**src/pkg/move_ops_pkg.sv**
```systemverilog
// Constants shared by the literal and indirect move execution logic.
package move_ops_pkg;

	// ----------------------------------------------------------------
	// Widths
	// ----------------------------------------------------------------
	localparam int PTR_W    = 16;
	localparam int DATA_W   = 8;
	localparam int BANK_W   = 5;
	localparam int LATCH_W  = 7;
	localparam int FILE_W   = 7;
	localparam int OFS_W    = 6;
	localparam int OP_W     = 4;

	// ----------------------------------------------------------------
	// Operation codes from the decode stage
	// ----------------------------------------------------------------
	localparam logic [OP_W-1:0] OP_NONE            = 4'h0;
	localparam logic [OP_W-1:0] OP_INDIRECT_LOAD   = 4'h1;
	localparam logic [OP_W-1:0] OP_INDIRECT_STORE  = 4'h2;
	localparam logic [OP_W-1:0] OP_INDIRECT_LOADK  = 4'h3;
	localparam logic [OP_W-1:0] OP_INDIRECT_STOREK = 4'h4;
	localparam logic [OP_W-1:0] OP_LOAD_BANK       = 4'h5;
	localparam logic [OP_W-1:0] OP_LOAD_PC_LATCH   = 4'h6;
	localparam logic [OP_W-1:0] OP_LOAD_LITERAL    = 4'h7;
	localparam logic [OP_W-1:0] OP_STORE_WORKING   = 4'h8;

	// ----------------------------------------------------------------
	// Pointer update modes
	// ----------------------------------------------------------------
	localparam logic [1:0] MODE_PRE_INC  = 2'h0;
	localparam logic [1:0] MODE_PRE_DEC  = 2'h1;
	localparam logic [1:0] MODE_POST_INC = 2'h2;
	localparam logic [1:0] MODE_POST_DEC = 2'h3;

	// ----------------------------------------------------------------
	// File addresses of the indirect windows and reset values
	// ----------------------------------------------------------------
	localparam logic [FILE_W-1:0] WINDOW0_ADDR = 7'h00;
	localparam logic [FILE_W-1:0] WINDOW1_ADDR = 7'h01;
	localparam logic [PTR_W-1:0]  PTR_RESET    = 16'h0000;
	localparam logic [PTR_W-1:0]  PTR_ONE      = 16'h0001;
	localparam logic [DATA_W-1:0] DATA_RESET   = 8'h00;
	localparam logic [BANK_W-1:0] BANK_RESET   = 5'h00;
	localparam logic [LATCH_W-1:0] LATCH_RESET = 7'h00;

	// Issue and read-wait states, one-hot.
	typedef enum logic [1:0] {
		ST_IDLE = 2'b01,
		ST_WAIT = 2'b10
	} exec_state_t;

endpackage

```
**src/hdl/data_pointer_reg.sv**
```systemverilog
// One 16-bit data pointer with wrapping increment and decrement.
`timescale 1ns/10ps
module data_pointer_reg #(
	parameter int PTR_W = 16
) (
	// Clock and reset
	input  wire logic             clk,
	input  wire logic             resetn,
	// Step control
	input  wire logic             stepEn,
	input  wire logic             stepDown,
	// Pointer value
	output logic      [PTR_W-1:0] pointer_q
);

	logic [PTR_W-1:0] pointer_d;

	// ----------------------------------------------------------------
	// Next value
	// ----------------------------------------------------------------
	// The sum is cut to the pointer width so that it wraps modulo 2^16.
	always_comb begin
		pointer_d = pointer_q;
		if (stepEn) begin
			if (stepDown) begin
				pointer_d = PTR_W'(pointer_q - move_ops_pkg::PTR_ONE);
			end else begin
				pointer_d = PTR_W'(pointer_q + move_ops_pkg::PTR_ONE);
			end
		end
	end

	// Register.
	always_ff @(posedge clk) begin
		if (!resetn) begin
			pointer_q <= move_ops_pkg::PTR_RESET;
		end else begin
			pointer_q <= pointer_d;
		end
	end

endmodule // data_pointer_reg

```
**src/hdl/literal_and_indirect_moves.sv**
```systemverilog
// Execution of the literal and indirect move instruction group.
//
// Overview of operation
// - Indirect move transfers a byte between working register and pointed location.
// - Mode 00 pre-increment, 01 pre-decrement, 10 post-increment, 11 post-decrement.
// - Indirect windows hold no data; accesses go to the pointer's address.
// - Pointers are 16 bits and wrap around modulo the full range.
// - Load-bank copies its 5-bit immediate into the bank select register.
// - Load-latch copies its 7-bit immediate into the program-counter high latch.
// - Load-literal puts its 8-bit immediate into the working register.
// - Store copies working register to the addressed file register, keeping it.
// - Offset form addresses pointer plus signed offset, pointer left unchanged.
`timescale 1ns/10ps
module literal_and_indirect_moves (
	// Clock and reset
	input  wire logic        clk,
	input  wire logic        resetn,
	// Decoded instruction
	input  wire logic        opValid,
	input  wire logic [3:0]  opCode,
	input  wire logic        ptrSel,
	input  wire logic [1:0]  pointerUpdateMode,
	input  wire logic [5:0]  offset,
	input  wire logic [7:0]  literal,
	input  wire logic [6:0]  fileAddr,
	// Data memory read return
	input  wire logic        memRdValid,
	input  wire logic [7:0]  memRdata,
	// Data memory request
	output logic             memReq_q,
	output logic             memWe_q,
	output logic      [15:0] memAddr_q,
	output logic      [7:0]  memWdata_q,
	// File register write
	output logic             fileWe_q,
	output logic      [6:0]  fileWaddr_q,
	output logic      [7:0]  fileWdata_q,
	// Core state
	output logic      [7:0]  workingReg_q,
	output logic      [4:0]  bankSelect_q,
	output logic      [6:0]  pcHighLatch_q,
	output logic      [15:0] dataPointer0_q,
	output logic      [15:0] dataPointer1_q,
	output logic             zeroFlagWe_q,
	output logic             zeroFlag_q,
	output logic             busy_q
);

	// ----------------------------------------------------------------
	// Declarations
	// ----------------------------------------------------------------
	move_ops_pkg::exec_state_t state_q, state_d;
	logic        memReq_d, memWe_d, fileWe_d, zeroFlagWe_d, zeroFlag_d;
	logic [15:0] memAddr_d;
	logic [7:0]  memWdata_d, fileWdata_d, workingReg_d;
	logic [6:0]  fileWaddr_d, pcHighLatch_d;
	logic [4:0]  bankSelect_d;
	logic [15:0] curPtr, effAddr, sextOfs;
	logic        accept, isIndirect, isOffsetForm, isLoad, stepDown;
	logic        step0, step1, toWindow;

	// ----------------------------------------------------------------
	// Pointers
	// ----------------------------------------------------------------
	data_pointer_reg #(.PTR_W(move_ops_pkg::PTR_W)) u_ptr0 (
		.clk      (clk),
		.resetn   (resetn),
		.stepEn   (step0),
		.stepDown (stepDown),
		.pointer_q(dataPointer0_q)
	);

	data_pointer_reg #(.PTR_W(move_ops_pkg::PTR_W)) u_ptr1 (
		.clk      (clk),
		.resetn   (resetn),
		.stepEn   (step1),
		.stepDown (stepDown),
		.pointer_q(dataPointer1_q)
	);

	// ----------------------------------------------------------------
	// Decode and address computation
	// ----------------------------------------------------------------
	// A new operation is refused while a read is outstanding.
	assign accept       = opValid && (state_q == move_ops_pkg::ST_IDLE);
	assign isOffsetForm = (opCode == move_ops_pkg::OP_INDIRECT_LOADK) ||
	                      (opCode == move_ops_pkg::OP_INDIRECT_STOREK);
	assign isIndirect   = isOffsetForm ||
	                      (opCode == move_ops_pkg::OP_INDIRECT_LOAD) ||
	                      (opCode == move_ops_pkg::OP_INDIRECT_STORE);
	assign isLoad       = (opCode == move_ops_pkg::OP_INDIRECT_LOAD) ||
	                      (opCode == move_ops_pkg::OP_INDIRECT_LOADK);
	assign curPtr       = ptrSel ? dataPointer1_q : dataPointer0_q;
	assign sextOfs      = {{(move_ops_pkg::PTR_W - move_ops_pkg::OFS_W)
	                        {offset[move_ops_pkg::OFS_W-1]}}, offset};
	assign stepDown     = pointerUpdateMode[0];
	// Window hits pick the pointer from the low file address bit.
	assign toWindow     = (fileAddr == move_ops_pkg::WINDOW0_ADDR) ||
	                      (fileAddr == move_ops_pkg::WINDOW1_ADDR);

	// Effective address for each mode, wrapping at the 16-bit bound.
	always_comb begin
		case (pointerUpdateMode)
			move_ops_pkg::MODE_PRE_INC:
				effAddr = 16'(curPtr + move_ops_pkg::PTR_ONE);
			move_ops_pkg::MODE_PRE_DEC:
				effAddr = 16'(curPtr - move_ops_pkg::PTR_ONE);
			default:
				effAddr = curPtr;
		endcase
		if (isOffsetForm) begin
			effAddr = 16'(curPtr + sextOfs);
		end
	end

	// The offset form never moves its pointer.
	assign step0 = accept && isIndirect && !isOffsetForm && !ptrSel;
	assign step1 = accept && isIndirect && !isOffsetForm && ptrSel;

	// ----------------------------------------------------------------
	// Execution next state
	// ----------------------------------------------------------------
	// Every path sets all pulses low first so strobes last one cycle.
	always_comb begin
		state_d       = state_q;
		memReq_d      = 1'b0;
		memWe_d       = 1'b0;
		memAddr_d     = memAddr_q;
		memWdata_d    = memWdata_q;
		fileWe_d      = 1'b0;
		fileWaddr_d   = fileWaddr_q;
		fileWdata_d   = fileWdata_q;
		workingReg_d  = workingReg_q;
		bankSelect_d  = bankSelect_q;
		pcHighLatch_d = pcHighLatch_q;
		zeroFlagWe_d  = 1'b0;
		zeroFlag_d    = zeroFlag_q;
		case (state_q)
			move_ops_pkg::ST_IDLE: begin
				if (accept && isIndirect) begin
					memReq_d   = 1'b1;
					memWe_d    = !isLoad;
					memAddr_d  = effAddr;
					memWdata_d = workingReg_q;
					if (isLoad) begin
						state_d = move_ops_pkg::ST_WAIT;
					end
				end else if (accept) begin
					case (opCode)
						move_ops_pkg::OP_LOAD_BANK:
							bankSelect_d =
								literal[move_ops_pkg::BANK_W-1:0];
						move_ops_pkg::OP_LOAD_PC_LATCH:
							pcHighLatch_d =
								literal[move_ops_pkg::LATCH_W-1:0];
						move_ops_pkg::OP_LOAD_LITERAL:
							workingReg_d = literal;
						move_ops_pkg::OP_STORE_WORKING: begin
							if (toWindow) begin
								// A window write lands at the pointer's target.
								memReq_d   = 1'b1;
								memWe_d    = 1'b1;
								memAddr_d  = fileAddr[0] ? dataPointer1_q :
								             dataPointer0_q;
								memWdata_d = workingReg_q;
							end else begin
								fileWe_d    = 1'b1;
								fileWaddr_d = fileAddr;
								fileWdata_d = workingReg_q;
							end
						end
						default: begin
						end
					endcase
				end
			end
			move_ops_pkg::ST_WAIT: begin
				if (memRdValid) begin
					workingReg_d = memRdata;
					zeroFlagWe_d = 1'b1;
					zeroFlag_d   = (memRdata == move_ops_pkg::DATA_RESET);
					state_d      = move_ops_pkg::ST_IDLE;
				end
			end
			default: state_d = move_ops_pkg::ST_IDLE;
		endcase
	end

	// Register.
	always_ff @(posedge clk) begin
		if (!resetn) begin
			state_q       <= move_ops_pkg::ST_IDLE;
			memReq_q      <= 1'b0;
			memWe_q       <= 1'b0;
			memAddr_q     <= move_ops_pkg::PTR_RESET;
			memWdata_q    <= move_ops_pkg::DATA_RESET;
			fileWe_q      <= 1'b0;
			fileWaddr_q   <= move_ops_pkg::WINDOW0_ADDR;
			fileWdata_q   <= move_ops_pkg::DATA_RESET;
			workingReg_q  <= move_ops_pkg::DATA_RESET;
			bankSelect_q  <= move_ops_pkg::BANK_RESET;
			pcHighLatch_q <= move_ops_pkg::LATCH_RESET;
			zeroFlagWe_q  <= 1'b0;
			zeroFlag_q    <= 1'b0;
			busy_q        <= 1'b0;
		end else begin
			state_q       <= state_d;
			memReq_q      <= memReq_d;
			memWe_q       <= memWe_d;
			memAddr_q     <= memAddr_d;
			memWdata_q    <= memWdata_d;
			fileWe_q      <= fileWe_d;
			fileWaddr_q   <= fileWaddr_d;
			fileWdata_q   <= fileWdata_d;
			workingReg_q  <= workingReg_d;
			bankSelect_q  <= bankSelect_d;
			pcHighLatch_q <= pcHighLatch_d;
			zeroFlagWe_q  <= zeroFlagWe_d;
			zeroFlag_q    <= zeroFlag_d;
			busy_q        <= (state_d == move_ops_pkg::ST_WAIT);
		end
	end
endmodule // literal_and_indirect_moves

```
**config.mk**
```make
export PLATFORM = sky130hd
export DESIGN_NAME = literal_and_indirect_moves
export DESIGN_NICKNAME = d
export VERILOG_FILES = /design/src/pkg/move_ops_pkg.sv /design/src/hdl/data_pointer_reg.sv /design/src/hdl/literal_and_indirect_moves.sv
export SDC_FILE = /design/constraint.sdc
export NUM_CORES = 1
export LEC_CHECK = 0
export ABC_AREA = 1
export BUFFER_PORTS_ARGS = -buffer_cell sky130_fd_sc_hd__buf_2
export CORE_ASPECT_RATIO = 2
export CORE_MARGIN = 3
export CORE_UTILIZATION = 50
export CTS_BUF_LIST = sky130_fd_sc_hd__clkbuf_4 sky130_fd_sc_hd__clkbuf_8
export DETAILED_ROUTE_END_ITERATION = 10
export HOLD_SLACK_MARGIN = 0.06
export PLACE_DENSITY = 0.71
export SLEW_MARGIN = 15
export SYNTH_ARGS = -nofsm -noshare
export SYNTH_HDL_FRONTEND = slang
export SYNTH_SLANG_ARGS = --single-unit
```
**constraint.sdc**
```tcl
create_clock -name clk -period 3.2 [get_ports clk]
set_input_delay 0 -clock clk [delete_from_list [all_inputs] [get_ports clk]]
set_output_delay 0 -clock clk [all_outputs]
set_load 0.05 [all_outputs]
```
==> impl_results.md <==
* Maxcap violations at 0
* Yosys reg bits at 99
* Avg Inst Size Synth at 6.561 µm²
* Antenna violations before repair at 0
* CTS tree: done
* Leak at 4.596 nW
* Vias per inst at 5.524
* Critical Path AT at 3120 ps
* Drt wl/cell at 16.82 µm
* Port Buffers at 136
* Status: finished, final reports clean
* DP Worst Slack at 429.0 ps
* Final Slew Violations at 0
* Clk root buf: clkbuf_8
* Area grow syn2layout at 19.65%
* FF/Latch Area at 0.001982 mm²
* Maximum VDD drop at 324.8 µV
* CTS sink cnt at 99
* Worst EP required at 3520 ps
* Initial core utilization at 51.34%
* Die Y at 178.1 µm
* Ant. Diodes at 0
* DR vias at 8258
* Final critical-path share of the clock period at 87.52%
* Worst slew margin at 35.04%
* Pwr Total at 3.104 mW
* I/O pins at 137
* Main synth FF type: dfxtp_1
* Most common cell after layout, fill and taps aside: nand2_1
* Startpoint Class: register
* Clk_lat worst skew at 390 ps
* Yosys cell types at 48
* Commonest non-fill, non-tap cells in the layout: nand2_1, buf_2, inv_1
* Power per standard cell area at 350.3 mW/mm²
* Crit path max fanout at 6
* # nets final at 1395
* Final Setup Violations at 0
* Worst-Margin Slew at 971.7 ps
* Number of synthesized flops with an enable pin at 0
* Final GP Congestion at 0.9900
* Hpwl dp at 19600 µm
* Largest stage delay, worst path at 410 ps
* DIE AREA at 0.01640 mm²
* Clk_skew at 17.81 ps
* Die W at 92.07 µm
* Asr flop ratio synth at 0%
* Clock transition at the registers of the reported paths at 110 ps
* FMAX at 0.3571 GHz
* Synthesized Nets at 1226
* First-pass GRT wire length at 40250 µm
* Largest net degree at the start of global routing at 55
* Post-CTS Setup Inserts at 0
* Cell row count at 62
* H-Tree Level Count at 3
* Gr usage total at 31.26%
* Share of cells above drive strength 1 at 17.81%
* Post-route cell area at 0.008862 mm²
* TritonCTS buffer count at 9
* Post-route DRC at 0
* Routed Antenna Nets at 0
* RSZ-0062 raised after global routing: false
* HP Class: input port to register
* Remaining Overflow, GRT at 0
* Gate Count Post-Synth at 1129
* DRT iter0 DRCs at 416
* Placeable Area at 0.01443 mm²
* Slowest CP cell: dfxtp_1
* Fin crit period at 2801 ps
* Clock Path Buffers at 2
* Area of the multi-input gates at 0.004705 mm²
* Crit path capture type: register
* Fin. Hold Viols at 0
* Final setup TNS at 0 ps
* Synth warnings at 0
* Kind of critical path: register to register
* Final Non-Filler Cells at 1495
* Register area share after synthesis at 26.76%
* Drt pass-1 iters at 7
* Dpl cell area at 0.008320 mm²
* Sequence of cells on the critical path: inv_1 -> o21ai_1 -> ha_1 -> fa_1 -> nand3_1 -> nand3_1 -> a31oi_1 -> nor2_1 -> nand3_1 -> nand2_1 -> nand2_1 -> nand3_1 -> nand3_1 -> nand2_1 -> nand2_1 -> a21oi_1
* Fin worst setup slack at 399.3 ps
* Fillers at 1417
* Most Frequent Cell on Critical Path: nand3_1
* Vias in the first global route at 8430
* Inst Count DP at 1444
* Final WL at 25150 µm
* Synthesized area at 0.007407 mm²
[state kept, by name (all words and copies together) (netlist names)]
register          count
bankSelect_q          5
busy_q                1
fileWaddr_q           7
fileWdata_q           8
fileWe_q              1
memAddr_q            16
memReq_q              1
memWdata_q            8
memWe_q               1
pcHighLatch_q         7
state_q               2
u_ptr0.pointer_q     16
u_ptr1.pointer_q     16
workingReg_q          8
zeroFlagWe_q          1
zeroFlag_q            1
[cells in the mapped netlist (all sizes together) (4+ instances only)]
cell type	count	area share [%]
dfxtp	99	27
a31oi	18	1.5
nor2	118	6.5
clkbuf	21	1.1
o21ai	135	9.3
xnor2	13	1.5
nor3	16	1.2
nand4	4	0.34
nand2	245	13
xor2	18	2.1
fa	4	1.1
buf	16	1.5
ha	53	9.0
nand3	60	4.3
mux2i	8	1.1
a211oi	6	0.61
a21oi	113	7.8
nor4	4	0.34
inv	142	7.2
nand3b	4	0.41
o211ai	7	0.71
o31ai	5	0.51
[metal layers]
metal	global-route usage, %	wire length (µm)	vias to the layer above
li1	-	-	4087
met1	27.88	8331	3759
met2	60.41	13540	295
met3	4.854	1279	117
met4	24.88	2001	0
met5	0	0	-
[report_power, final]
| group | leakage (nW) | switching [mW] | total (mW) | internal, mW |
|---|---|---|---|---|
| Combinational | 3.70 | 0.639 | 0.934 | 0.295 |
| Clock | 0.0958 | 0.510 | 0.830 | 0.320 |
| Sequential | 0.802 | 0.0549 | 1.34 | 1.29 |
| Total | 4.60 | 1.20 | 3.10 | 1.90 |
[logic make-up (layout without fill, tap and decap cells)]
family	count (synthesis)	after routing	synth area share (%)
multiplexers	8	8	1.081
adder cells (fa/ha/maj)	57	57	10.03
flip-flops	99	99	26.76
XOR/XNOR	31	31	3.666
AND/OR/NAND/NOR	455	455	26.64
AO/OA/AOI/OAI	300	300	22.09
buffers and inverters	179	353	9.730
[critical path: cells and delay by family, from the launching register on]
| family | cells | cell delay (ps) |
|---|---|---|
| and+or+nand+nor | 10 | 1160 |
| AOI/OAI and AO/OA | 3 | 550 |
| adders and majority gates | 2 | 510 |
| DFF | 1 | 410 |
| buffers and inverters | 1 | 90 |
[repair_timing]
action / in CTS / in global routing
gates resized for setup: 0 / 0
endpoints found under the hold margin: 34 / 0
hold buffers: 35 / 0
[layout make-up]
class | count | area share, %
clock buffers | 10 | 1.553
well taps | 192 | 2.711
multi-input cells | 851 | 53.08
repair buffers | 195 | 13.67
inverters | 142 | 6.014
flip-flops and latches | 99 | 22.36
clock inverters | 6 | 0.6071
[through the flow]
step	utilization (%)	hold slack, ps
finish	61.42	119.0
global route	61.42	141.4
CTS	61.42	107.2
detailed placement	57.67	257.5
global placement	57.67	243.7
floorplan	-	134.9
[final timing paths]
path                                          start                  end  slack [ps]  depth (start not counted)
worst max register to register  u_ptr0.pointer_q[0]        memAddr_q[12]         400                         16
worst max-delay path            u_ptr0.pointer_q[0]        memAddr_q[12]         400                         16
worst min register to register       fileWdata_q[0]       fileWdata_q[0]         450                          2
worst min-delay path                         ptrSel  u_ptr1.pointer_q[0]         120                          3
No activity file was read; power rests on OpenSTA's default activity.
